**src/logic/rx_sig_pkg.sv**
```systemverilog
/*
  Shared constants and carrier types for the receive signaling
  extraction and substitution block.
  Assumes APB with 32-bit data and a 16-bit byte address.
*/
`default_nettype none
package rx_sig_pkg;

  // ----------------------------------------------------------------
  // geometry
  // ----------------------------------------------------------------
  localparam int unsigned NUM_TS = 24;
  localparam int unsigned TS_W = 5;
  localparam int unsigned ADDR_W = 16;

  // ----------------------------------------------------------------
  // register indices (byte address is four times the index)
  // ----------------------------------------------------------------
  localparam logic [ADDR_W-1:0] RX_SIG_CTL_IDX = 16'h03a0;
  localparam logic [ADDR_W-1:0] RX_SIG_SUB_IDX = 16'h03c0;
  localparam logic [ADDR_W-1:0] RX_SIG_ARR_IDX = 16'h0500;
  localparam logic [ADDR_W-1:0] RX_SIG_CFG_IDX = 16'h03f0;

  // ----------------------------------------------------------------
  // control register fields
  // ----------------------------------------------------------------
  localparam int unsigned SUB_EN_BIT = 6;
  localparam int unsigned OH_EN_BIT = 5;
  localparam int unsigned DEB_EN_BIT = 4;
  localparam int unsigned SUB_FMT_LSB = 2;
  localparam int unsigned EXT_FMT_LSB = 0;
  localparam logic [6:0] CTL_RESET = 7'h00;
  localparam logic [3:0] SUB_RESET = 4'h0;
  localparam logic [3:0] ARR_RESET = 4'h0;
  // config register: bit 0 enables the receive signaling interface
  localparam int unsigned SIG_IF_EN_BIT = 0;
  localparam logic CFG_RESET = 1'b0;

  // ----------------------------------------------------------------
  // format encodings
  // ----------------------------------------------------------------
  typedef enum logic [1:0] {
    SUB_ALL_ONES = 2'h0,
    SUB_16_CODE = 2'h1,
    SUB_4_CODE = 2'h2,
    SUB_2_CODE = 2'h3
  } sub_fmt_t;

  typedef enum logic [1:0] {
    EXT_NONE = 2'h0,
    EXT_ABCD = 2'h1,
    EXT_AB = 2'h2,
    EXT_A = 2'h3
  } ext_fmt_t;

  // ----------------------------------------------------------------
  // carriers: abcd is {A,B,C,D} with A in bit 3
  // ----------------------------------------------------------------
  typedef struct packed {
    logic valid;
    logic [TS_W-1:0] ts;
    logic [3:0] abcd;
  } sig_word_t;

  typedef struct packed {
    logic valid;
    logic [TS_W-1:0] ts;
    logic [3:0] abcd;
    logic [3:0] mask;
  } sig_ext_t;

endpackage

`default_nettype wire

```
**src/logic/rx_sig_subst_extract.sv**
```systemverilog
/*
  Receive signaling extraction and substitution for 24 timeslots,
  with an APB slave for the per-timeslot registers.
  Word indices: control 0x3a0+n, substitution 0x3c0+n, array
  0x500+n (read only), interface enable 0x3f0; the byte address is
  four times the index. Every access takes exactly one wait state.
  Control bit 4 is stored only; reserved bits read as zero.
  Timeslot numbers 24 to 31 pass through with no extraction.
  Assumes the framer presents one signaling word per timeslot on
  pclk, already aligned to the receive stream, and that software
  loads substitution values before it selects a coded format.
*/
// Our own choice: register access over APB.
`timescale 1ns/1ns
`default_nettype none

module rx_sig_subst_extract
  import rx_sig_pkg::*;
(
  input wire logic pclk,
  input wire logic presetn,
  input wire logic psel,
  input wire logic penable,
  input wire logic pwrite,
  input wire logic [ADDR_W-1:0] paddr,
  input wire logic [31:0] pwdata,
  output logic [31:0] prdata,
  output logic pready,
  output logic pslverr,
  input wire sig_word_t rx_sig_in,
  output sig_word_t rx_serial_pcm_output,
  output sig_ext_t rx_signaling_output_pin,
  output sig_ext_t rx_overhead_output
);

  // ----------------------------------------------------------------
  // address decode
  // ----------------------------------------------------------------
  typedef struct packed {
    logic ctl;
    logic sub;
    logic arr;
    logic cfg;
    logic [TS_W-1:0] ts;
  } dec_t;

  // maps a byte address onto a register group and timeslot
  function automatic dec_t decode(input logic [ADDR_W-1:0] addr);
    dec_t d;
    logic [ADDR_W-1:0] idx;
    d = '0;
    idx = {2'h0, addr[ADDR_W-1:2]};
    if (addr[1:0] == 2'h0) begin
      if (idx >= RX_SIG_CTL_IDX && idx < RX_SIG_CTL_IDX + 16'(NUM_TS)) begin
        d.ctl = 1'b1;
        d.ts = TS_W'(idx - RX_SIG_CTL_IDX);
      end else if (idx >= RX_SIG_SUB_IDX && idx < RX_SIG_SUB_IDX + 16'(NUM_TS)) begin
        d.sub = 1'b1;
        d.ts = TS_W'(idx - RX_SIG_SUB_IDX);
      end else if (idx >= RX_SIG_ARR_IDX && idx < RX_SIG_ARR_IDX + 16'(NUM_TS)) begin
        d.arr = 1'b1;
        d.ts = TS_W'(idx - RX_SIG_ARR_IDX);
      end else if (idx == RX_SIG_CFG_IDX) begin
        d.cfg = 1'b1;
      end
    end
    return d;
  endfunction

  // extraction mask for a format, A in bit 3
  function automatic logic [3:0] ext_mask(input logic [1:0] fmt);
    logic [3:0] m;
    case (ext_fmt_t'(fmt))
      EXT_NONE: m = 4'h0;
      EXT_ABCD: m = 4'hf;
      EXT_AB: m = 4'hc;
      EXT_A: m = 4'h8;
      default: m = 4'h0;
    endcase
    return m;
  endfunction

  // ----------------------------------------------------------------
  // apb handshake
  // ----------------------------------------------------------------
  logic pready_ff;
  logic pslverr_ff;
  logic [31:0] prdata_ff;
  dec_t dec;
  logic access;
  logic bad_access;
  logic rd_en;
  logic wr_en;

  assign dec = decode(paddr);
  // one wait state: pready rises in the second access cycle
  assign access = psel && penable && !pready_ff;
  // unmapped, misaligned, or a write aimed at the read-only array
  assign bad_access = !(dec.ctl || dec.sub || dec.arr || dec.cfg) || (pwrite && dec.arr);
  // reads capture data in the first access cycle
  assign rd_en = access && !pwrite;
  // writes land only at the completing edge
  assign wr_en = psel && penable && pready_ff && pwrite && !pslverr_ff;

  // ready pulse and error flag per transfer
  always_ff @(posedge pclk or negedge presetn) begin
    if (!presetn) begin
      pready_ff <= 1'b0;
      pslverr_ff <= 1'b0;
    end else begin
      pready_ff <= access;
      pslverr_ff <= access && bad_access;
    end
  end

  // ----------------------------------------------------------------
  // registers
  // ----------------------------------------------------------------
  logic [6:0] ctl_ff [NUM_TS];
  logic [3:0] sub_ff [NUM_TS];
  logic [3:0] arr_ff [NUM_TS];
  logic sig_if_en_ff;

  genvar g;
  generate
    for (g = 0; g < NUM_TS; g++) begin : g_ts
      // per-timeslot strobes and next array value
      logic ctl_we;
      logic sub_we;
      logic arr_upd;
      logic [3:0] ext_sel;
      logic [3:0] nxt_arr;

      // writes and received words aimed at this timeslot
      assign ctl_we = wr_en && dec.ctl && (dec.ts == TS_W'(g));
      assign sub_we = wr_en && dec.sub && (dec.ts == TS_W'(g));
      assign arr_upd = rx_sig_in.valid && (rx_sig_in.ts == TS_W'(g));
      // extracted positions take raw bits, the rest hold
      assign ext_sel = ext_mask(ctl_ff[g][EXT_FMT_LSB +: 2]);
      assign nxt_arr = (arr_ff[g] & ~ext_sel) | (rx_sig_in.abcd & ext_sel);

      // control register of one timeslot
      always_ff @(posedge pclk or negedge presetn) begin
        if (!presetn) begin
          ctl_ff[g] <= CTL_RESET;
        end else if (ctl_we) begin
          ctl_ff[g] <= pwdata[6:0];
        end
      end

      // substitution register of one timeslot
      always_ff @(posedge pclk or negedge presetn) begin
        if (!presetn) begin
          sub_ff[g] <= SUB_RESET;
        end else if (sub_we) begin
          sub_ff[g] <= pwdata[3:0];
        end
      end

      // array keeps received bits of extracted positions
      always_ff @(posedge pclk or negedge presetn) begin
        if (!presetn) begin
          arr_ff[g] <= ARR_RESET;
        end else if (arr_upd) begin
          arr_ff[g] <= nxt_arr;
        end
      end
    end
  endgenerate

  // interface enable for the signaling pin
  always_ff @(posedge pclk or negedge presetn) begin
    if (!presetn) begin
      sig_if_en_ff <= CFG_RESET;
    end else if (wr_en && dec.cfg) begin
      sig_if_en_ff <= pwdata[SIG_IF_EN_BIT];
    end
  end

  // ----------------------------------------------------------------
  // read path
  // ----------------------------------------------------------------
  logic [31:0] nxt_prdata;

  // read mux, unmapped reads and unused upper bits give zero
  always_comb begin
    nxt_prdata = 32'h0000_0000;
    if (dec.ctl) begin
      nxt_prdata = {25'h0, ctl_ff[dec.ts]};
    end else if (dec.sub) begin
      nxt_prdata = {28'h0, sub_ff[dec.ts]};
    end else if (dec.arr) begin
      nxt_prdata = {28'h0, arr_ff[dec.ts]};
    end else if (dec.cfg) begin
      nxt_prdata = {31'h0, sig_if_en_ff};
    end
  end

  // read data, captured as pready rises
  always_ff @(posedge pclk or negedge presetn) begin
    if (!presetn) begin
      prdata_ff <= 32'h0000_0000;
    end else if (rd_en) begin
      prdata_ff <= nxt_prdata;
    end
  end

  // ----------------------------------------------------------------
  // stream path
  // ----------------------------------------------------------------
  // view of the timeslot now on the input
  logic ts_ok;
  logic [6:0] cur_ctl;
  logic [3:0] cur_sub;
  logic [3:0] cur_mask;
  logic [3:0] ext_abcd;
  logic ext_any;
  logic [3:0] nxt_pcm_abcd;

  // timeslots past the last one pass untouched
  assign ts_ok = rx_sig_in.ts < TS_W'(NUM_TS);
  // settings of the timeslot now on the input
  assign cur_ctl = ts_ok ? ctl_ff[rx_sig_in.ts] : CTL_RESET;
  assign cur_sub = ts_ok ? sub_ff[rx_sig_in.ts] : SUB_RESET;
  assign cur_mask = ext_mask(cur_ctl[EXT_FMT_LSB +: 2]);
  // raw received bits of the extracted positions only
  assign ext_abcd = rx_sig_in.abcd & cur_mask;
  assign ext_any = rx_sig_in.valid && (cur_mask != 4'h0);

  // substituted signaling for the pcm stream
  always_comb begin
    nxt_pcm_abcd = rx_sig_in.abcd;
    if (cur_ctl[SUB_EN_BIT]) begin
      case (sub_fmt_t'(cur_ctl[SUB_FMT_LSB +: 2]))
        SUB_ALL_ONES: nxt_pcm_abcd = 4'hf;
        SUB_16_CODE: nxt_pcm_abcd = cur_sub;
        SUB_4_CODE: nxt_pcm_abcd = {cur_sub[3:2], rx_sig_in.abcd[1:0]};
        SUB_2_CODE: nxt_pcm_abcd = {cur_sub[3], rx_sig_in.abcd[2:0]};
        default: nxt_pcm_abcd = rx_sig_in.abcd;
      endcase
    end
  end

  // ----------------------------------------------------------------
  // output words
  // ----------------------------------------------------------------
  sig_word_t nxt_pcm;
  sig_ext_t nxt_pin;
  sig_ext_t nxt_oh;
  sig_word_t pcm_ff;
  sig_ext_t sig_pin_ff;
  sig_ext_t oh_ff;

  // next output words, field by field
  always_comb begin
    nxt_pcm.valid = rx_sig_in.valid;
    nxt_pcm.ts = rx_sig_in.ts;
    nxt_pcm.abcd = nxt_pcm_abcd;
    nxt_pin.valid = ext_any && sig_if_en_ff;
    nxt_pin.ts = rx_sig_in.ts;
    nxt_pin.abcd = ext_abcd;
    nxt_pin.mask = cur_mask;
    nxt_oh.valid = ext_any && cur_ctl[OH_EN_BIT];
    nxt_oh.ts = rx_sig_in.ts;
    nxt_oh.abcd = ext_abcd;
    nxt_oh.mask = cur_mask;
  end

  always_ff @(posedge pclk or negedge presetn) begin
    if (!presetn) begin
      pcm_ff <= '0;
    end else begin
      pcm_ff <= nxt_pcm;
    end
  end

  // signaling pin carries raw extracted bits
  always_ff @(posedge pclk or negedge presetn) begin
    if (!presetn) begin
      sig_pin_ff <= '0;
    end else begin
      sig_pin_ff <= nxt_pin;
    end
  end

  always_ff @(posedge pclk or negedge presetn) begin
    if (!presetn) begin
      oh_ff <= '0;
    end else begin
      oh_ff <= nxt_oh;
    end
  end

  // ----------------------------------------------------------------
  // outputs
  // ----------------------------------------------------------------
  assign prdata = prdata_ff;
  assign pready = pready_ff;
  assign pslverr = pslverr_ff;
  assign rx_serial_pcm_output = pcm_ff;
  assign rx_signaling_output_pin = sig_pin_ff;
  assign rx_overhead_output = oh_ff;

endmodule // rx_sig_subst_extract

`default_nettype wire

```
**config.mk**
```make
export PLATFORM = sky130hd
export DESIGN_NAME = rx_sig_subst_extract
export DESIGN_NICKNAME = d
export VERILOG_FILES = /design/src/logic/rx_sig_pkg.sv /design/src/logic/rx_sig_subst_extract.sv
export SDC_FILE = /design/constraint.sdc
export NUM_CORES = 1
export LEC_CHECK = 0
export BUFFER_PORTS_ARGS = -buffer_cell sky130_fd_sc_hd__buf_2
export CAP_MARGIN = 40
export CORE_MARGIN = 5
export CORE_UTILIZATION = 45
export CTS_CLUSTER_DIAMETER = 100
export DETAILED_ROUTE_END_ITERATION = 10
export PLACE_DENSITY_LB_ADDON = 0.15
export SETUP_SLACK_MARGIN = 0.02
export SLEW_MARGIN = 40
export SYNTH_ARGS = -nofsm -noshare
export SYNTH_HDL_FRONTEND = slang
export SYNTH_SLANG_ARGS = --single-unit
```
**constraint.sdc**
```tcl
create_clock -name pclk -period 2.76 [get_ports pclk]
set_input_delay 0.552 -clock pclk [delete_from_list [all_inputs] [get_ports pclk]]
set_output_delay 0.552 -clock pclk [all_outputs]
set_load 0.005 [all_outputs]
```
Word-level counts from Yosys, hierarchy flattened
Index checks and enable logic that the tools add are counted.
{ "op_classes": {"reduce_logical": 127, "order_cmp": 9, "bitwise": 99, "eq_ne": 125, "muxes": 59, "addsub": 3} }
{ "ops": {"columns": ["op", "n"], "rows": [
  ["$pmux 4 s4", 26],
  ["$and 4x4->4", 49],
  ["$eq 2x2->1 const B", 52],
  ["$not 4->4", 24],
  ["$or 4x4->4", 24],
  ["$logic_and 1x1->1", 89],
  ["$eq 5x4->1 const B", 16],
  ["$eq 5x5->1 const B", 16],
  ["$bmux 7 s5", 2],
  ["$bmux 4 s5", 3],
  ["$logic_not 2->1", 27],
  ["$eq 2x1->1 const B", 26],
  ["$mux 7", 6],
  ["$eq 5x3->1 const B", 8],
  ["$mux 4", 10],
  ["$ge 14x10->1 const B", 2],
  ["$lt 14x10->1 const B", 2],
  ["$eq 5x2->1 const B", 4],
  ["$mux 5", 3],
  ["$sub 5x1->5 const B", 3],
  ["$eq 14x10->1 const B", 1],
  ["$ge 14x11->1 const B", 1],
  ["$lt 14x11->1 const B", 1],
  ["$ge 6x6->1 const B", 2],
  ["11 further kinds", 25]
]} }
{ "totals": {"reg_bits": 415, "elab_cells": 505, "inputBits": 63, "out_inout_bits": 72} }

Depth between registers and ports, before layout
{ "logic_depth": {"ltp_word": 13, "ltp_mapped": 13, "depth_no_buf": 8} }

Worst setup path after synthesis
Ideal clock, no wire load.
{ "synth_timing": {"kind": "input port to flip-flop", "from": "in rx_sig_in[4] in the netlist's numbering", "to": "reg sig_pin_ff, in the netlist rx_signaling_output_pin[13]", "path_stages": 9, "arrival_time_ps": 3313, "required_time_ps": 2640, "setup_slack_ps": -673, "n_path_buf": 3, "setup_time_ps": 120, "cell_sequence": "buf_2 -> buf_1 -> clkbuf_1 -> mux4_2 -> mux4_2 -> a22oi_1 -> ha_1 -> inv_1 -> and3_1"} }
{ "synth_lines": {"columns": ["element", "line", "text"], "rows": [
  ["from (decl)", "rx_sig_subst_extract.sv:30", "input wire sig_word_t rx_sig_in,"],
  ["to (signal assigned)", "rx_sig_subst_extract.sv:282", "sig_pin_ff <= nxt_pin;"],
  ["to (decl)", "rx_sig_subst_extract.sv:251", "sig_ext_t sig_pin_ff;"]
]} }

Worst setup path after layout
{ "layout_timing": {"from": "in paddr[13]", "to": "reg prdata_ff[3], in the netlist prdata[3]"} }
{ "layout_between": {"elab_chain_cells": 13, "elab_cells_between_ends": 31, "cone_classes": "order compare: 6; mux: 21; bitwise: 1; reduce/logical: 3"} }
{ "layout_rtl": {"columns": ["element", "line", "text"], "rows": [
  ["from (decl)", "rx_sig_subst_extract.sv:25", "input wire logic [ADDR_W-1:0] paddr,"],
  ["$ge 14x11->1 / $lt 14x11->1 (equally long branches)", "rx_sig_subst_extract.sv:60", "end else if (idx >= RX_SIG_ARR_IDX && idx < RX_SIG_ARR_IDX + 16'(NUM_TS)) begin"],
  ["$logic_and 1x1->1", "rx_sig_subst_extract.sv:60", null],
  ["$mux 5", "rx_sig_subst_extract.sv:60", null],
  ["$mux 5", "rx_sig_subst_extract.sv:57", "end else if (idx >= RX_SIG_SUB_IDX && idx < RX_SIG_SUB_IDX + 16'(NUM_TS)) begin"],
  ["$mux 5", "rx_sig_subst_extract.sv:54", "if (idx >= RX_SIG_CTL_IDX && idx < RX_SIG_CTL_IDX + 16'(NUM_TS)) begin"],
  ["$mux 9 *", "rx_sig_subst_extract.sv:53", "if (addr[1:0] == 2'h0) begin"],
  ["$not 5->6 (implied by the code)", "rx_sig_subst_extract.sv:189, rx_sig_subst_extract.sv:191, rx_sig_subst_extract.sv:193", null],
  ["$bmux 4 s5", "rx_sig_subst_extract.sv:193", "nxt_prdata = {28'h0, arr_ff[dec.ts]};"],
  ["$mux 4 (implied by the code) (2 in series)", "rx_sig_subst_extract.sv:193", null],
  ["$mux 4", "rx_sig_subst_extract.sv:192", "end else if (dec.arr) begin"],
  ["$mux 4", "rx_sig_subst_extract.sv:190", "end else if (dec.sub) begin"],
  ["$mux 7 *", "rx_sig_subst_extract.sv:188", "if (dec.ctl) begin"],
  ["to (signal assigned)", "rx_sig_subst_extract.sv:204", "prdata_ff <= nxt_prdata;"],
  ["to (decl)", "rx_sig_subst_extract.sv:88", "logic [31:0] prdata_ff;"]
]} }
Mark *: on every way between the ends. The rest lies on a longest branch, timed or not. The select of a mux whose other input is x is not followed.
A chain may end at the register's enable or synchronous reset.

==> results.yml <==
cts:
  worstSkewPairLatency_ns: 0.59
  cts_tree: "built"
  ctsLongestPathBuffers: 3
  cts_sinks: 389
  htreeDepth: 2
  cts_buffers: 45
  clock-root-buffer: "clkbuf_16"
  cts.reportedPaths.clkPinSlew_ns: 0.06
cells_and_area:
  mostFrequentLayoutCell: "dfrtp_1"
  layout.area.seq_sq_mm: 0.00973
  nNetsFinal: 2258
  multi_input_area_sq_mm: 0.0111
  fillers: 4070
  post-route-cell-area_sq_mm: 0.0266
  syn2layout_area_growth_pct: 24.3
  final_layout_size_suffix_gt1_frac: 0.443
  layout_common_cells: "dfrtp_1, mux2_2, buf_4, nand2_1, o21ai_0"
  final_util: 0.561
floorplan:
  core_sq_mm: 0.0474
  die_h_um: 228
  dieArea_sq_mm: 0.0521
  start_util: 0.452
  ioPinCount: 135
  die_x_um: 228
  rows: 80
global_route:
  antenna_found_initial: 3
  grt_pass1_wl_um: 117000
  grt_max_degree: 76
  grt_use_total: 0.297
  overflow: 0
  grt_pass1_vias: 17555
sta:
  rsz0062_at_grt: "true"
  skew_ns: 0.0247
  timing.final.crit_period_ns: 2.70
  hold_viol: 0
  maxSlewViolCount: 0
  hold_slack_ns: 0.161
  setup_violations: 0
  max_freq_mhz: 370
  relSlewSlack: 0.503
  worst_slack_ns: 0.0560
  timing.final.crit_share: 0.980
  tightest_slew_ns: 0.746
power_and_ir_drop:
  peakVddDrop_v: 0.000407
  leakagePower_nw: 12.6
  power.density_mw_per_mm2: 497
synthesis:
  synthArstFlopShare: 1.00
  synth_cell_types: 77
  synthMuxAreaShare: 0.282
  synth_top_family_by_area: "multiplexers"
  synth_compound_area_frac: 0.0894
  synth_top_flop_cell: "dfrtp_1"
  yosysTopAreaCellShare: 0.454
  ys_warn_count: 0
  syn_area_per_cell_sq_um: 11.6
  ys_top_cells_by_area: "dfrtp_1, mux2_2, mux4_2"
  synth-seq-area-share: 0.454
  syn_inst: 1847
  syn_area_sq_mm: 0.0214
  synth-seq-cells: 389
  yosys.area_share.simple: 0.0957
  synth_top_area_cell: "dfrtp_1"
  synthXorXnorAreaFrac: 0.000818
  synth_adder_area_share: 0.0292
  synth_edf_count: 0
critical_path:
  path_max_fanout: 8
  worstSetupStartpointType: "input port"
  critPathArrivalTime_ns: 3.18
  critical_path_class: "in2reg"
  cp-end-kind: "flip-flop"
  required_ns: 3.23
run:
  drv_cap: 0
place:
  place_hpwl_um: 57800
  place_area_sq_mm: 0.0248
  place_ws_ns: -0.730
  gp_congestion: 0.995
  port_buffers: 84
detailed_routing:
  first_pass_iters: 6
  vias: 17234
  drtIter0Drc: 1756
  viasPerCell: 6.16
  wirelength_um: 78700
  wl_per_cell_um: 28.1
  drc: 0
  drtAntennaViolNets: 0
run_status:
  outcome: "complete, no violations"
worst_hold_path:
  min_path_type: "in2reg"
-- final timing paths --
check	start	end	slack (ns)	depth (start not counted)
min in group asynchronous	presetn	async pin	0.53	2
setup / recovery	paddr[13]	prdata[3]	0.06	12
hold / removal	rx_sig_in[9]	rx_serial_pcm_output[9]	0.16	1
setup reg to reg	pready	ctl_ff[101]	0.24	8
max in group asynchronous	presetn	sub_ff[65]	1.40	3
hold reg to reg	flip-flop	flip-flop	0.50	1
-- cell type report --
type | count | area share
Clock inverter | 20 | 0.0102
Sequential cell | 389 | 0.365
Antenna cell | 1 | 0.0000940
Clock buffer | 64 | 0.0496
Multi-Input combinational cell | 1260 | 0.417
Timing Repair Buffer | 390 | 0.120
Tap cell | 615 | 0.0289
Inverter | 59 | 0.00831
-- layer usage --
layer / global-route usage / vias up / share of wire
li1: - / 7344 / -
met1: 0.406 / 8828 / 0.42
met4: 0.117 / 2 / 0.047
met3: 0.0597 / 206 / 0.075
met5: 0 / - / 0.00017
met2: 0.468 / 854 / 0.46
-- through the flow --
step                      std cells  TNS, ns  power [mW]
after global placement         2707   -96.53        6.91
final                          2798        0        13.2
after CTS                      2792        0        13.3
after global routing           2797  -0.0133        13.6
after detailed placement       2707  -106.73        6.92
after floorplan                1871   -21.92        6.40
-- power by group --
| part | switching, mW | leakage (nW) | total, mW | internal [mW] |
|---|---|---|---|---|
| combinational | 0.642 | 6.64 | 0.997 | 0.355 |
| clock | 2.51 | 0.773 | 6.41 | 3.90 |
| sequential | 0.0564 | 5.19 | 5.84 | 5.78 |
| total | 3.21 | 12.6 | 13.2 | 10.0 |
-- cell families after synthesis --
| group | Yosys count |
|---|---|
| AND/OR/NAND/NOR | 420 |
| other | 1 |
| multiplexers | 471 |
| XOR/XNOR | 2 |
| adder cells (fa/ha/maj) | 50 |
| buffers and inverters | 222 |
| AO/OA/AOI/OAI | 292 |
| flip-flops | 389 |
-- cell usage after synthesis, types with 10 or more instances --
master    number
nor2_1        90
clkbuf_1      75
mux2_2       352
o221ai_1      20
a221oi_1      13
nand2b_1      13
a21oi_1       49
nand3_1       14
mux2i_1       48
dfrtp_1      389
nor4_1        19
buf_4         44
o22ai_1       28
nor2_2        10
a31oi_1       12
o21ai_0       86
ha_1          50
mux4_2        71
a22oi_1       23
nand2_1      168
nor3_1        43
inv_1         58
o211ai_1      12
buf_1         21
buf_2         22
-- what timing repair did --
item                                    CTS  global route
gates cloned                              0             2
endpoints found under the hold margin    42             0
endpoints found under the setup margin    2            62
setup buffers                             0             3
hold buffers                              1             0
pin swaps                                 0             6
gates resized for setup                   2            21
-- critical path, stage by stage --
cell       delay, ns
buf_2           0.09
or4b_4          0.59
buf_12          0.18
nor3_4          0.16
nand2_4         0.12
clkbuf_16       0.21
buf_4           0.15
a22oi_1         0.18
a21oi_1         0.11
a21oi_1         0.17
nand3_1         0.28
a221o_1         0.36
Power figures use the tool's default switching activity.
